File: src/shared/ssbsa_map.svh
// Offsets, field positions, reset values and fixed words of the clamp, bit-set and shift datapath.
`ifndef SSBSA_MAP_SVH
`define SSBSA_MAP_SVH
`define SSBSA_ADDR_WIDTH    4
`define SSBSA_STATUS_OFFSET 4'h0
`define SSBSA_STATUS_WIDTH  5
`define SSBSA_STATUS_RESET  5'h00
`define SSBSA_ZERO_BIT      0
`define SSBSA_SIGN_BIT      1
`define SSBSA_WRAP_BIT      2
`define SSBSA_CARRY_BIT     3
`define SSBSA_CLAMP_BIT     4
`define SSBSA_CLAMP_POS     32'h7FFFFFFF
`define SSBSA_CLAMP_NEG     32'h80000000
`define SSBSA_WORD_ONE      32'h00000001
`define SSBSA_WORD_ZERO     32'h00000000
`define SSBSA_BYTE_ONE      8'h01
`define SSBSA_COND_CLAMP    4'hD
`define SSBSA_COND_ALWAYS   4'h5
`endif

File: src/shared/ssbsa_pkg.sv
// Types shared by the clamp, bit-set and shift datapath modules.
`include "ssbsa_map.svh"
package ssbsa_pkg;
  typedef enum logic [2:0] {
    SSBSA_OP_CLAMPED_REVERSE_SUBTRACT = 3'h0,
    SSBSA_OP_BIT_SET_RMW_DISP         = 3'h1,
    SSBSA_OP_BIT_SET_RMW_REG          = 3'h2,
    SSBSA_OP_CONDITION_TO_REGISTER    = 3'h3,
    SSBSA_OP_LOGICAL_LEFT_SHIFT       = 3'h4,
    SSBSA_OP_LOGICAL_RIGHT_SHIFT      = 3'h5
  } ssbsa_op_type;
  typedef enum logic [2:0] {
    SSBSA_COND_WRAP         = 3'h0,
    SSBSA_COND_CARRY        = 3'h1,
    SSBSA_COND_ZERO         = 3'h2,
    SSBSA_COND_CARRY_OR_ZERO = 3'h3,
    SSBSA_COND_SIGN         = 3'h4,
    SSBSA_COND_TRUE         = 3'h5,
    SSBSA_COND_LESS         = 3'h6,
    SSBSA_COND_LESS_EQUAL   = 3'h7
  } ssbsa_cond_type;
  typedef enum logic [1:0] {
    SSBSA_ST_IDLE   = 2'h0,
    SSBSA_ST_READ   = 2'h1,
    SSBSA_ST_MODIFY = 2'h3
  } ssbsa_fsm_type;
  typedef struct packed {
    ssbsa_fsm_type                    fsm;
    logic [`SSBSA_STATUS_WIDTH-1:0]   status;
    logic                             busy;
    logic                             rf_wr;
    logic [31:0]                      rf_wdata;
    logic                             mem_rd;
    logic                             mem_wr;
    logic [31:0]                      mem_addr;
    logic [7:0]                       mem_wdata;
    logic [2:0]                       bit_pos;
    logic [31:0]                      status_rdata;
  } ssbsa_regs_type;
endpackage

File: src/rtl/ssbsa_shifter.sv
// Logical left and right word shifter with last-bit-out carry.
`timescale 1ns/1ps
module ssbsa_shifter (
  input  wire logic [31:0] value_i,
  input  wire logic [4:0]  count_i,
  input  wire logic        left_i,
  output logic      [31:0] result_o,
  output logic             carry_o
);
  logic [32:0] left_wide;
  logic [32:0] right_wide;

  // The spare bit catches the last bit shifted out and stays zero for a count of zero.
  assign left_wide  = {1'b0, value_i} << count_i;
  assign right_wide = {value_i, 1'b0} >> count_i;
  assign result_o   = left_i ? left_wide[31:0] : right_wide[32:1];
  assign carry_o    = left_i ? left_wide[32] : right_wide[0];
endmodule

File: src/rtl/ssbsa_cond_eval.sv
// Evaluates a 4-bit condition code against the status flags.
`timescale 1ns/1ps
`include "ssbsa_map.svh"
module ssbsa_cond_eval
  import ssbsa_pkg::*;
(
  input  wire logic [3:0]                     cond_code_i,
  input  wire logic [`SSBSA_STATUS_WIDTH-1:0] status_i,
  output logic                                holds_o
);
  logic zero;
  logic sign;
  logic wrap;
  logic carry;
  logic base;

  assign zero  = status_i[`SSBSA_ZERO_BIT];
  assign sign  = status_i[`SSBSA_SIGN_BIT];
  assign wrap  = status_i[`SSBSA_WRAP_BIT];
  assign carry = status_i[`SSBSA_CARRY_BIT];

  always_comb begin
    unique case (cond_code_i[2:0])
      SSBSA_COND_WRAP:          base = wrap;
      SSBSA_COND_CARRY:         base = carry;
      SSBSA_COND_ZERO:          base = zero;
      SSBSA_COND_CARRY_OR_ZERO: base = carry | zero;
      SSBSA_COND_SIGN:          base = sign;
      SSBSA_COND_TRUE:          base = 1'b1;
      SSBSA_COND_LESS:          base = sign ^ wrap;
      SSBSA_COND_LESS_EQUAL:    base = (sign ^ wrap) | zero;
    endcase
    // The inverse of always-true is reused as the sticky clamp test.
    if (cond_code_i == `SSBSA_COND_CLAMP) begin
      holds_o = status_i[`SSBSA_CLAMP_BIT];
    end else begin
      holds_o = base ^ cond_code_i[3];
    end
  end
endmodule

File: src/rtl/ssbsa_alu.sv
// Clamped reverse subtract, byte bit-set, condition-to-register and logical shift datapath.
//
// Operation
// - Reverse subtract writes source minus destination to destination; source untouched.
// - On overflow write 0x7FFFFFFF if positive, 0x80000000 if negative.
// - Subtract sets carry on borrow, wrap on overflow, sign and zero from result.
// - Clamp sticky flag sets on overflow, stays set, never alters execution.
// - Only a status word load clears the clamp sticky flag.
// - Displacement bit-set address is source plus sign-extended 16-bit displacement.
// - Bit-set reads byte, forces selected bit to one, writes it back.
// - Register bit-set uses source as address, destination low three bits as bit.
// - Bit-set loads zero flag with inverse of old bit; other flags kept.
// - Condition-to-register writes one if condition holds, else zero; flags kept.
// - Codes test wrap, carry, zero, sign, carry-or-zero; top bit inverts.
// - Code 0101 always, 1101 clamp, then sign xor wrap, with or zero.
// - Left shift by 0 to 31 from register or immediate, zero fill.
// - Right shift by 0 to 31 from register or immediate, zero fill.
// - Shifts load carry with last bit out, clear wrap, set sign and zero.
// - Zero count keeps the destination; count register is never written.
//
// The strobed register port and the address map were left to the implementer.
`timescale 1ns/1ps
`include "ssbsa_map.svh"
module ssbsa_alu
  import ssbsa_pkg::*;
(
  input  wire logic                               clock_i,
  input  wire logic                               rst_n_i,
  input  wire logic                               op_valid_i,
  input  wire ssbsa_op_type                       op_i,
  input  wire logic [31:0]                        source_operand_register_i,
  input  wire logic [31:0]                        destination_operand_register_i,
  input  wire logic [4:0]                         five_bit_immediate_i,
  input  wire logic                               shift_use_immediate_i,
  input  wire logic [15:0]                        sixteen_bit_displacement_i,
  input  wire logic [2:0]                         bit_number_i,
  input  wire logic [3:0]                         cond_code_i,
  input  wire logic [`SSBSA_ADDR_WIDTH-1:0]       status_addr_i,
  input  wire logic                               system_register_load_i,
  input  wire logic [31:0]                        program_status_word_i,
  input  wire logic                               status_rd_i,
  input  wire logic [7:0]                         mem_rdata_i,
  output logic                                    busy_o,
  output logic                                    rf_wr_o,
  output logic [31:0]                             rf_wdata_o,
  output logic                                    mem_rd_o,
  output logic                                    mem_wr_o,
  output logic [31:0]                             mem_addr_o,
  output logic [7:0]                              mem_wdata_o,
  output logic [`SSBSA_STATUS_WIDTH-1:0]          program_status_word_o,
  output logic [31:0]                             status_rdata_o
);
  ssbsa_regs_type cur;
  ssbsa_regs_type nxt;

  logic        op_take;
  logic        status_hit;
  logic [32:0] sub_wide;
  logic        sub_borrow;
  logic        sub_wrap;
  logic [31:0] sub_result;
  logic [4:0]  shift_count;
  logic        shift_left;
  logic [31:0] shift_result;
  logic        shift_carry;
  logic        cond_holds;
  logic [31:0] disp_ext;
  logic        old_bit;

  // A new instruction is accepted only while no byte read-modify-write is in flight.
  assign op_take    = op_valid_i && (cur.fsm == SSBSA_ST_IDLE);
  assign status_hit = (status_addr_i == `SSBSA_STATUS_OFFSET);

  // Reverse subtract: the destination word is taken from the source word.
  assign sub_wide   = {1'b0, source_operand_register_i} - {1'b0, destination_operand_register_i};
  assign sub_borrow = sub_wide[32];
  assign sub_wrap   = (source_operand_register_i[31] != destination_operand_register_i[31]) &&
                      (sub_wide[31] != source_operand_register_i[31]);
  // A positive source can only overflow upward, a negative one only downward.
  assign sub_result = !sub_wrap ? sub_wide[31:0] :
                      (source_operand_register_i[31] ? `SSBSA_CLAMP_NEG : `SSBSA_CLAMP_POS);

  assign disp_ext = {{16{sixteen_bit_displacement_i[15]}}, sixteen_bit_displacement_i};

  assign shift_count = shift_use_immediate_i ? five_bit_immediate_i
                                             : source_operand_register_i[4:0];
  assign shift_left  = (op_i == SSBSA_OP_LOGICAL_LEFT_SHIFT);
  assign old_bit     = mem_rdata_i[cur.bit_pos];

  ssbsa_shifter u_shifter (
    .value_i  (destination_operand_register_i),
    .count_i  (shift_count),
    .left_i   (shift_left),
    .result_o (shift_result),
    .carry_o  (shift_carry)
  );

  // The evaluator sees the registered flags, which already hold the previous result.
  ssbsa_cond_eval u_cond_eval (
    .cond_code_i (cond_code_i),
    .status_i    (cur.status),
    .holds_o     (cond_holds)
  );

  always_comb begin
    nxt              = cur;
    nxt.rf_wr        = 1'b0;
    nxt.mem_rd       = 1'b0;
    nxt.mem_wr       = 1'b0;
    nxt.status_rdata = `SSBSA_WORD_ZERO;

    // Status readback shows the flags as they stand at the read edge.
    if (status_rd_i && status_hit) begin
      nxt.status_rdata = {27'h0000000, cur.status};
    end
    // A status load goes first; an instruction finishing in the same cycle then updates its own flags.
    if (system_register_load_i && status_hit) begin
      nxt.status = program_status_word_i[`SSBSA_STATUS_WIDTH-1:0];
    end

    unique case (cur.fsm)
      SSBSA_ST_IDLE: begin
        if (op_valid_i) begin
          unique case (op_i)
            SSBSA_OP_CLAMPED_REVERSE_SUBTRACT: begin
              nxt.rf_wr                     = 1'b1;
              nxt.rf_wdata                  = sub_result;
              nxt.status[`SSBSA_CARRY_BIT]  = sub_borrow;
              nxt.status[`SSBSA_WRAP_BIT]   = sub_wrap;
              nxt.status[`SSBSA_SIGN_BIT]   = sub_result[31];
              nxt.status[`SSBSA_ZERO_BIT]   = (sub_result == `SSBSA_WORD_ZERO);
              // Setting wins over a load of zero in the same cycle.
              if (sub_wrap) begin
                nxt.status[`SSBSA_CLAMP_BIT] = 1'b1;
              end
            end
            SSBSA_OP_BIT_SET_RMW_DISP: begin
              nxt.fsm      = SSBSA_ST_READ;
              nxt.busy     = 1'b1;
              nxt.mem_rd   = 1'b1;
              nxt.mem_addr = source_operand_register_i + disp_ext;
              nxt.bit_pos  = bit_number_i;
            end
            SSBSA_OP_BIT_SET_RMW_REG: begin
              nxt.fsm      = SSBSA_ST_READ;
              nxt.busy     = 1'b1;
              nxt.mem_rd   = 1'b1;
              nxt.mem_addr = source_operand_register_i;
              nxt.bit_pos  = destination_operand_register_i[2:0];
            end
            SSBSA_OP_CONDITION_TO_REGISTER: begin
              nxt.rf_wr    = 1'b1;
              nxt.rf_wdata = cond_holds ? `SSBSA_WORD_ONE : `SSBSA_WORD_ZERO;
            end
            SSBSA_OP_LOGICAL_LEFT_SHIFT,
            SSBSA_OP_LOGICAL_RIGHT_SHIFT: begin
              // A zero count passes the destination word through unchanged.
              nxt.rf_wr                    = 1'b1;
              nxt.rf_wdata                 = shift_result;
              nxt.status[`SSBSA_CARRY_BIT] = shift_carry;
              nxt.status[`SSBSA_WRAP_BIT]  = 1'b0;
              nxt.status[`SSBSA_SIGN_BIT]  = shift_result[31];
              nxt.status[`SSBSA_ZERO_BIT]  = (shift_result == `SSBSA_WORD_ZERO);
            end
            default: begin
              nxt.rf_wr = 1'b0;
            end
          endcase
        end
      end
      SSBSA_ST_READ: begin
        // The memory returns the byte in the cycle after the read strobe.
        nxt.fsm = SSBSA_ST_MODIFY;
      end
      SSBSA_ST_MODIFY: begin
        nxt.fsm                      = SSBSA_ST_IDLE;
        nxt.busy                     = 1'b0;
        nxt.mem_wr                   = 1'b1;
        nxt.mem_wdata                = mem_rdata_i | (`SSBSA_BYTE_ONE << cur.bit_pos);
        nxt.status[`SSBSA_ZERO_BIT]  = ~old_bit;
      end
      default: begin
        nxt.fsm  = SSBSA_ST_IDLE;
        nxt.busy = 1'b0;
      end
    endcase
  end

  always_ff @(posedge clock_i) begin
    if (!rst_n_i) begin
      cur        <= '0;
      cur.status <= `SSBSA_STATUS_RESET;
    end else begin
      cur <= nxt;
    end
  end

  assign busy_o                = cur.busy;
  assign rf_wr_o               = cur.rf_wr;
  assign rf_wdata_o            = cur.rf_wdata;
  assign mem_rd_o              = cur.mem_rd;
  assign mem_wr_o              = cur.mem_wr;
  assign mem_addr_o            = cur.mem_addr;
  assign mem_wdata_o           = cur.mem_wdata;
  assign program_status_word_o = cur.status;
  assign status_rdata_o        = cur.status_rdata;

  logic take_sub;
  logic take_bit_disp;
  logic take_bit_reg;
  logic take_cond;
  logic take_shift;

  assign take_sub      = op_take && (op_i == SSBSA_OP_CLAMPED_REVERSE_SUBTRACT);
  assign take_bit_disp = op_take && (op_i == SSBSA_OP_BIT_SET_RMW_DISP);
  assign take_bit_reg  = op_take && (op_i == SSBSA_OP_BIT_SET_RMW_REG);
  assign take_cond     = op_take && (op_i == SSBSA_OP_CONDITION_TO_REGISTER);
  assign take_shift    = op_take && ((op_i == SSBSA_OP_LOGICAL_LEFT_SHIFT) ||
                                     (op_i == SSBSA_OP_LOGICAL_RIGHT_SHIFT));
endmodule

File: config.mk
export PLATFORM = sky130hd
export DESIGN_NAME = ssbsa_alu
export DESIGN_NICKNAME = d
export VERILOG_FILES = /design/src/shared/ssbsa_pkg.sv /design/src/rtl/ssbsa_shifter.sv /design/src/rtl/ssbsa_cond_eval.sv /design/src/rtl/ssbsa_alu.sv
export VERILOG_INCLUDE_DIRS = /design/src /design/src/shared
export SDC_FILE = /design/constraint.sdc
export NUM_CORES = 1
export LEC_CHECK = 0
export BUFFER_PORTS_ARGS = -buffer_cell sky130_fd_sc_hd__buf_2
export CAP_MARGIN = 10
export CORE_MARGIN = 3
export CORE_UTILIZATION = 35
export DETAILED_ROUTE_END_ITERATION = 7
export PLACE_DENSITY = 0.59
export SYNTH_ARGS = -nofsm -noshare
export SYNTH_HDL_FRONTEND = slang
export SYNTH_SLANG_ARGS = --single-unit
File: constraint.sdc
create_clock -name clock_i -period 5.75 [get_ports clock_i]
set_input_delay 0.575 -clock clock_i [delete_from_list [all_inputs] [get_ports clock_i]]
set_output_delay 0.575 -clock clock_i [all_outputs]
set_load 0.01 [all_outputs]
---- After elaboration in Yosys (flattened, before gate mapping) ----
Index checks and enable logic that the tools add are counted.
word-level totals
  input bits .............................. 145
  word-level logic and storage cells ...... 91
  output and inout port bits .............. 113
  bits in registers ....................... 118
operators by class
  shift operators ......................... 3
  add/subtract/negate cells ............... 2
  muxes and demuxes ....................... 27
  bitwise gates (word level) .............. 7
  reduce and logical (&&, ||, !) cells .... 20
  magnitude comparators ................... 1
  equality and inequality tests ........... 19
operator list
  kind                                                         number
  two-way mux 32 bit                                           3
  one-hot mux 32 bit (3 select lines)                          1
  logical NOT 32 bit                                           2
  one-hot mux 32 bit (2 select lines)                          1
  two-way mux 42 bit                                           1
  left shift 32 x 5 -> 33 bit                                  1
  >> shifter 33 x 5 -> 33 bit                                  1
  subtractor 32 x 32 -> 33 bit                                 1
  adder 32 bit                                                 1
  equality test 3 bit (second input constant)                  6
  equality test 3 x 2 -> 1 bit (second input constant)         4
  AND reduction 3 bit                                          4
  two-way mux 1 bit                                            10
  two-way mux 5 bit                                            2
  OR 8 bit                                                     1
  one-hot mux 1 bit (8 select lines)                           1
  one-hot mux 4 bit (2 select lines)                           1
  left shift 1 x 3 -> 8 bit (first input constant)             1
  equality test 3 x 1 -> 1 bit (second input constant)         2
  logical NOT 3 bit                                            2
  one-hot mux 3 bit (2 select lines)                           1
  equality test 4 bit (second input constant)                  1
  logical NOT 4 bit                                            1
  less-than comparator 3 x 4 -> 1 bit (second input constant)  1
  other kinds (19)                                             29

---- Logic depth before layout (Yosys ltp) ----
  depth in word-level cells ............... 9
  gate-level depth with buffers ........... 22
  gate-level depth less buffers ........... 20

---- Cells and area by module ----
From an unflattened synthesis, not the netlist that was laid out.
unflattened totals
  cells, all modules ...................... 1606
  area total of the unflattened synthesis .. 12393.1 um2
modules (own cells, without submodules)
  module           cells each  sequential area each (um2)  instances  area each (um2)
  ssbsa_alu        1157        1821.7                      1          8700.8
  ssbsa_shifter    430         0.0                         1          3575.9
  ssbsa_cond_eval  19          0.0                         1          116.4

---- Least setup slack after synthesis ----
Ideal clock, no wire load.
  path type ............................... input to register
  start point ............................. input destination_operand_register_i[14]
  end point ............................... register cur, in the netlist program_status_word_o[0]
  required time ........................... 5.649 ns
  path buffers ............................ 3
  slack ................................... 0.653 ns
  stages .................................. 22
  setup time .............................. 0.101 ns
  arrival time ............................ 4.996 ns
  cells stage by stage .................... clkbuf_1 -> inv_1 -> ha_1 -> clkbuf_1 -> a21o_1 -> a31o_2 -> a21oi_1 -> a211oi_1 -> o31a_1 -> a21o_1 -> a21oi_1 -> fa_1 -> xor2_1 -> or2_2 -> clkbuf_1 -> o21a_1 -> nor4_1 -> nand4_1 -> a2111oi_0 -> nor4bb_1 -> nand4_1 -> o41ai_1
between the ends
  cells in the longest elaborated chain, start to end .. 8
  elaborated cells between the ends (all ways) .. 12
  classes of those cells .................. add/sub (1); eq/ne (1); shift (2); mux (5); reduce/logical (3)
ends and longest elaborated chain
  what                                    line              text
  start: declaration                      ssbsa_alu.sv:32   input wire logic [31:0] destination_operand_register_i,
  subtractor 32 x 32 -> 33 bit            ssbsa_alu.sv:75   assign sub_wide = {1'b0, source_operand_register_i} - {1'b0, destination_operand_register_i};
  inequality test 1 bit                   ssbsa_alu.sv:78   (sub_wide[31] != source_operand_register_i[31]);
  logical AND 1 bit                       ssbsa_alu.sv:77   assign sub_wrap = (source_operand_register_i[31] != destination_operand_register_i[31]) &&
  two-way mux 32 bit                      ssbsa_alu.sv:80   assign sub_result = !sub_wrap ? sub_wide[31:0] :
  logical NOT 32 bit (no source line)     --
  one-hot mux 4 bit (2 select lines) (*)  ssbsa_alu.sv:124  unique case (op_i)
  two-way mux 42 bit (*)                  ssbsa_alu.sv:123  if (op_valid_i) begin
  one-hot mux 1 bit (2 select lines) (*)  ssbsa_alu.sv:121  unique case (cur.fsm)
  end signal: assignment                  ssbsa_alu.sv:194  cur <= nxt;
  end: declaration                        ssbsa_alu.sv:53   ssbsa_regs_type cur;
Every way passes the cells marked *; elsewhere a longest branch is shown, timed or not. The select of a mux whose other input is x is not followed.
A chain may end at the register's enable or synchronous reset.

---- Final worst setup path ----
  start point ............................. input destination_operand_register_i[12]
  end point ............................... register cur, in the netlist program_status_word_o[0]
The elaborated chain is that of the path after synthesis.

==> impl_metrics.toml <==
[grt]
track_usage_pct = 25.42
grt_max_degree = 71
global_route.overflow_total = 0
antenna_found_initial = 0
first_pass_grt_wire_length_mm = 77.29
grt_pass1_vias = 12650

[routing]
detail_route.vias_per_cell = 6.146
detailroute.wirelength.met2_mm = 21.68
m1WireLength_mm = 22.89
wl_per_cell_um = 23.25
top_layer = "met4"
detail_route.first_pass.iterations = 5
num_vias = 13740
antenna_left = 0
post-route-drc-count = 0
first_iter_violations = 1400
drt_wl_total_mm = 52.00
met3WireLength_mm = 4.794

[final_layout]
antennaDiodeCount = 0
post_route_cells_drive_above_1_share_pct = 19.89
finalInstanceArea_um2 = 14000
num-fill-cells = 3782
area_delta_synth_final_pct = 8.461
fin_nets = 1984

[worst_setup_path]
worst_ep_arrival_time_ps = 5400
worst-setup-path-type = "in -> reg"
ff2ff_setup_slack_ps = 2460
setup.worst_path.end_class = "flip-flop"
setup.worst_path.start_class = "primary input"
critical_path.max_fanout = 10
timing.critical_path.required_ps = 6020
timing.rr.end = "program_status_word_o[0]"
reg2regPathDepth = 12
crit-reg2reg-launch = "cur[117]"

[power]
combPwrFrac_pct = 54.9
total_leakage_power_nw = 6.399
power.share.clock_pct = 20.5
power_per_unit_of_standard_cell_area_nw_per_um2 = 217.1
flop_pwr_share_pct = 24.7
vdd_ir_drop_max_mv = 0.1498
power.internal_mw = 1.643
switching_share_pct = 45.96
switchingPower_mw = 1.397

[job]
cap_violations = 0

[logic_synthesis]
synth_enable_flop_cells = 0
yosys_register_bits = 91
ys_async_sr_fraction_pct = 0
synthesis.area_um2 = 12910
yosysWarnings = 0
yosys.area.top_type_share_pct = 14.11
yosys.area.top_type = "dfxtp_1"
dominantRegCellSynth = "dfxtp_1"
avgSynthCellArea_um2 = 7.550
synth.distinct_cells = 82
synthTopCellsByArea = "dfxtp_1 (14%), mux2i_1 (9.1%), buf_4 (6.6%), mux4_2 (6.5%), ha_1 (6.4%)"
seq_area_frac_synth_pct = 14.11
post_synth_inst_count = 1710

[run_status]
outcome = "finished clean"

[floorplanning]
fp.dieW_um = 198.1
placementRows = 69
die-height_um = 198.1
floorplan.io_pins = 258
fp.coreArea_um2 = 36000
floorplan.initialDensity_pct = 35.86
area_of_the_die_um2 = 39230

[hold_path]
worstHoldPathType = "reg -> reg"
hold_end = "rf_wdata_o[6]"
min_path_cells = 2
min-delay-start = "rf_wdata_o[6]"

[timing]
post-route-period-util_pct = 89.23
rsz_0062_raised_after_global_routing = "false"
timing.final.max_slew_violations = 0
achievable-frequency_mhz = 194.9
timing.setup.tns_ps = 0
finalSetupViolations = 0
worst-slew-pin-transition_ps = 1161
post-route-min-period_ps = 5131
fin_worst_skew_ps = 12.84
final_hold_viol_count = 0
timing.max_slew.rel_slack_pct = 22.03

[clock_network]
clockRootBuffer = "clkbuf_16"
maximum_clock_path_buffer_count = 2
clkSinkCount = 91
post_cts.resized_instances = 0
worst_skew_pair.late_latency_ps = 370
clock_pin_slew_on_the_worst_setup_and_hold_paths_ps = 80
cts_setup_buffers = 0
tritoncts = "yes"
cts-hold-fix-buffers = 0
cts_htree_levels = 3
cts_inserted_buffers = 9

[place]
routabilityCongestion = 1.027
io_buffers = 203
dp.final_hpwl_mm = 40.63
place_area_um2 = 13700
worst max-delay path: stages:
cell and delay (ps):
buf_2 210, inv_1 110, ha_1 300, a21o_1 220, a31o_2 250, a21oi_1 260, a211oi_1 130, o31a_1 350
a21o_1 190, a21oi_1 180, fa_1 480, xor2_1 190, nor2_1 220, buf_4 220, o21ai_0 150, nor4_1 280
nand4_1 110, a2111oi_0 260, nor4bb_1 280, nand4_1 130, o41ai_1 300
Yosys cell counts (16+ instances only):
| cell | number |
|---|---|
| mux2i_1 | 118 |
| a31oi_1 | 29 |
| a211oi_1 | 21 |
| nand2_1 | 156 |
| o211a_1 | 18 |
| a21oi_1 | 143 |
| clkbuf_1 | 90 |
| nor3_1 | 24 |
| nand4_1 | 16 |
| ha_1 | 66 |
| nor2_1 | 128 |
| o211ai_1 | 35 |
| mux4_2 | 37 |
| buf_2 | 22 |
| nand3_1 | 30 |
| inv_1 | 57 |
| dfxtp_1 | 91 |
| a21o_1 | 42 |
| o21ai_0 | 127 |
| xnor2_1 | 35 |
| buf_4 | 114 |
| o22ai_1 | 19 |
metrics by stage:
| stage | power [mW] | cells | utilization [%] | hold WS [ps] | worst slack, ps |
|---|---|---|---|---|---|
| final | 3.040 | 2236 | 38.89 | 453.3 | 619.5 |
| after global routing | 3.214 | 2236 | 38.89 | 469.6 | 141.0 |
| after CTS | 3.017 | 2236 | 38.89 | 455.5 | 622.1 |
| after detailed placement | 2.382 | 2220 | 38.04 | 445.4 | 255.9 |
| after global placement | 2.378 | 2220 | 38.04 | 441.7 | 336.4 |
| after floorplan | 1.934 | 1736 | - | 432.3 | 653.0 |
power groups by stage:
stage,sequential (mW),combinational [mW],clock (mW)
2_1_floorplan,0.747,1.19,0
3_3_place_gp,0.762,1.62,0
3_5_place_dp,0.764,1.62,0
4_1_cts,0.750,1.63,0.638
5_1_grt,0.760,1.79,0.660
6_report,0.750,1.67,0.622
cell type report:
cell class | instances | area, µm² | area share [%]
timing repair buffer | 258 | 1441 | 10.29
inverter | 57 | 214.0 | 1.528
multi-input combinational | 1353 | 9642 | 68.86
clock buffer | 9 | 225.2 | 1.608
tap | 461 | 576.8 | 4.119
clock inverter | 7 | 81.33 | 0.5808
sequential | 91 | 1822 | 13.01
placed cells by master (no fill, tap or decap), drive strengths merged, types with 9 or more instances in the layout:
cell and n:
buf 258, nor2 128, a32oi 15, a211oi 22, nor3 24, a31oi 29
a22oi 14, dfxtp 91, o21a 9, o211ai 35, ha 66, and3 15
o211a 18, nor2b 10, mux2i 121, nand2b 15, xnor2 35, nand3 30
xor2 9, clkbuf 9, o21ai 127, conb 27, a21o 42, nand4 16
nor3b 10, and2 15, nand2 156, a211o 10, a21oi 144, o22ai 19
inv 60, o221ai 12, mux2 9, mux4 37, or2 11
logic make-up after synthesis:
| kind of cell | count (synthesis) | synth area share (%) |
|---|---|---|
| AOI/OAI and AO/OA | 585 | 30.02 |
| xor gates and xnor gates | 44 | 2.985 |
| adders and majority gates | 69 | 6.862 |
| buffers and inverters | 292 | 12.37 |
| DFF | 91 | 14.11 |
| muxes | 167 | 16.87 |
| other | 1 | 0.02905 |
| and+or+nand+nor | 461 | 16.76 |
routing by layer:
| metal | vias to the layer above | GRT usage [%] |
|---|---|---|
| li1 | 6392 | - |
| met4 | 0 | 11.11 |
| met2 | 732 | 37.30 |
| met3 | 125 | 5.207 |
| met1 | 6493 | 35.98 |
| met5 | - | 0 |
worst max path at each step:
stage | from | to | slack [ps] | depth (start not counted)
3_3_place_gp | destination_operand_register_i[12] | program_status_word_o[0] | 340 | 21
6_report | destination_operand_register_i[12] | program_status_word_o[0] | 620 | 21
5_1_grt | destination_operand_register_i[18] | program_status_word_o[0] | 140 | 21
4_1_cts | destination_operand_register_i[12] | program_status_word_o[0] | 620 | 21
2_1_floorplan | destination_operand_register_i[14] | program_status_word_o[0] | 650 | 22
3_5_place_dp | destination_operand_register_i[12] | program_status_word_o[0] | 260 | 21
state kept, by name, indices dropped and copies added, names as in the netlist:
register               flops
mem_addr_o                32
rf_wdata_o                32
program_status_word_o      5
mem_wdata_o                8
status_rdata_o             5
mem_rd_o                   1
busy_o                     1
cur                        5
rf_wr_o                    1
mem_wr_o                   1
Power figures use the tool's default switching activity.
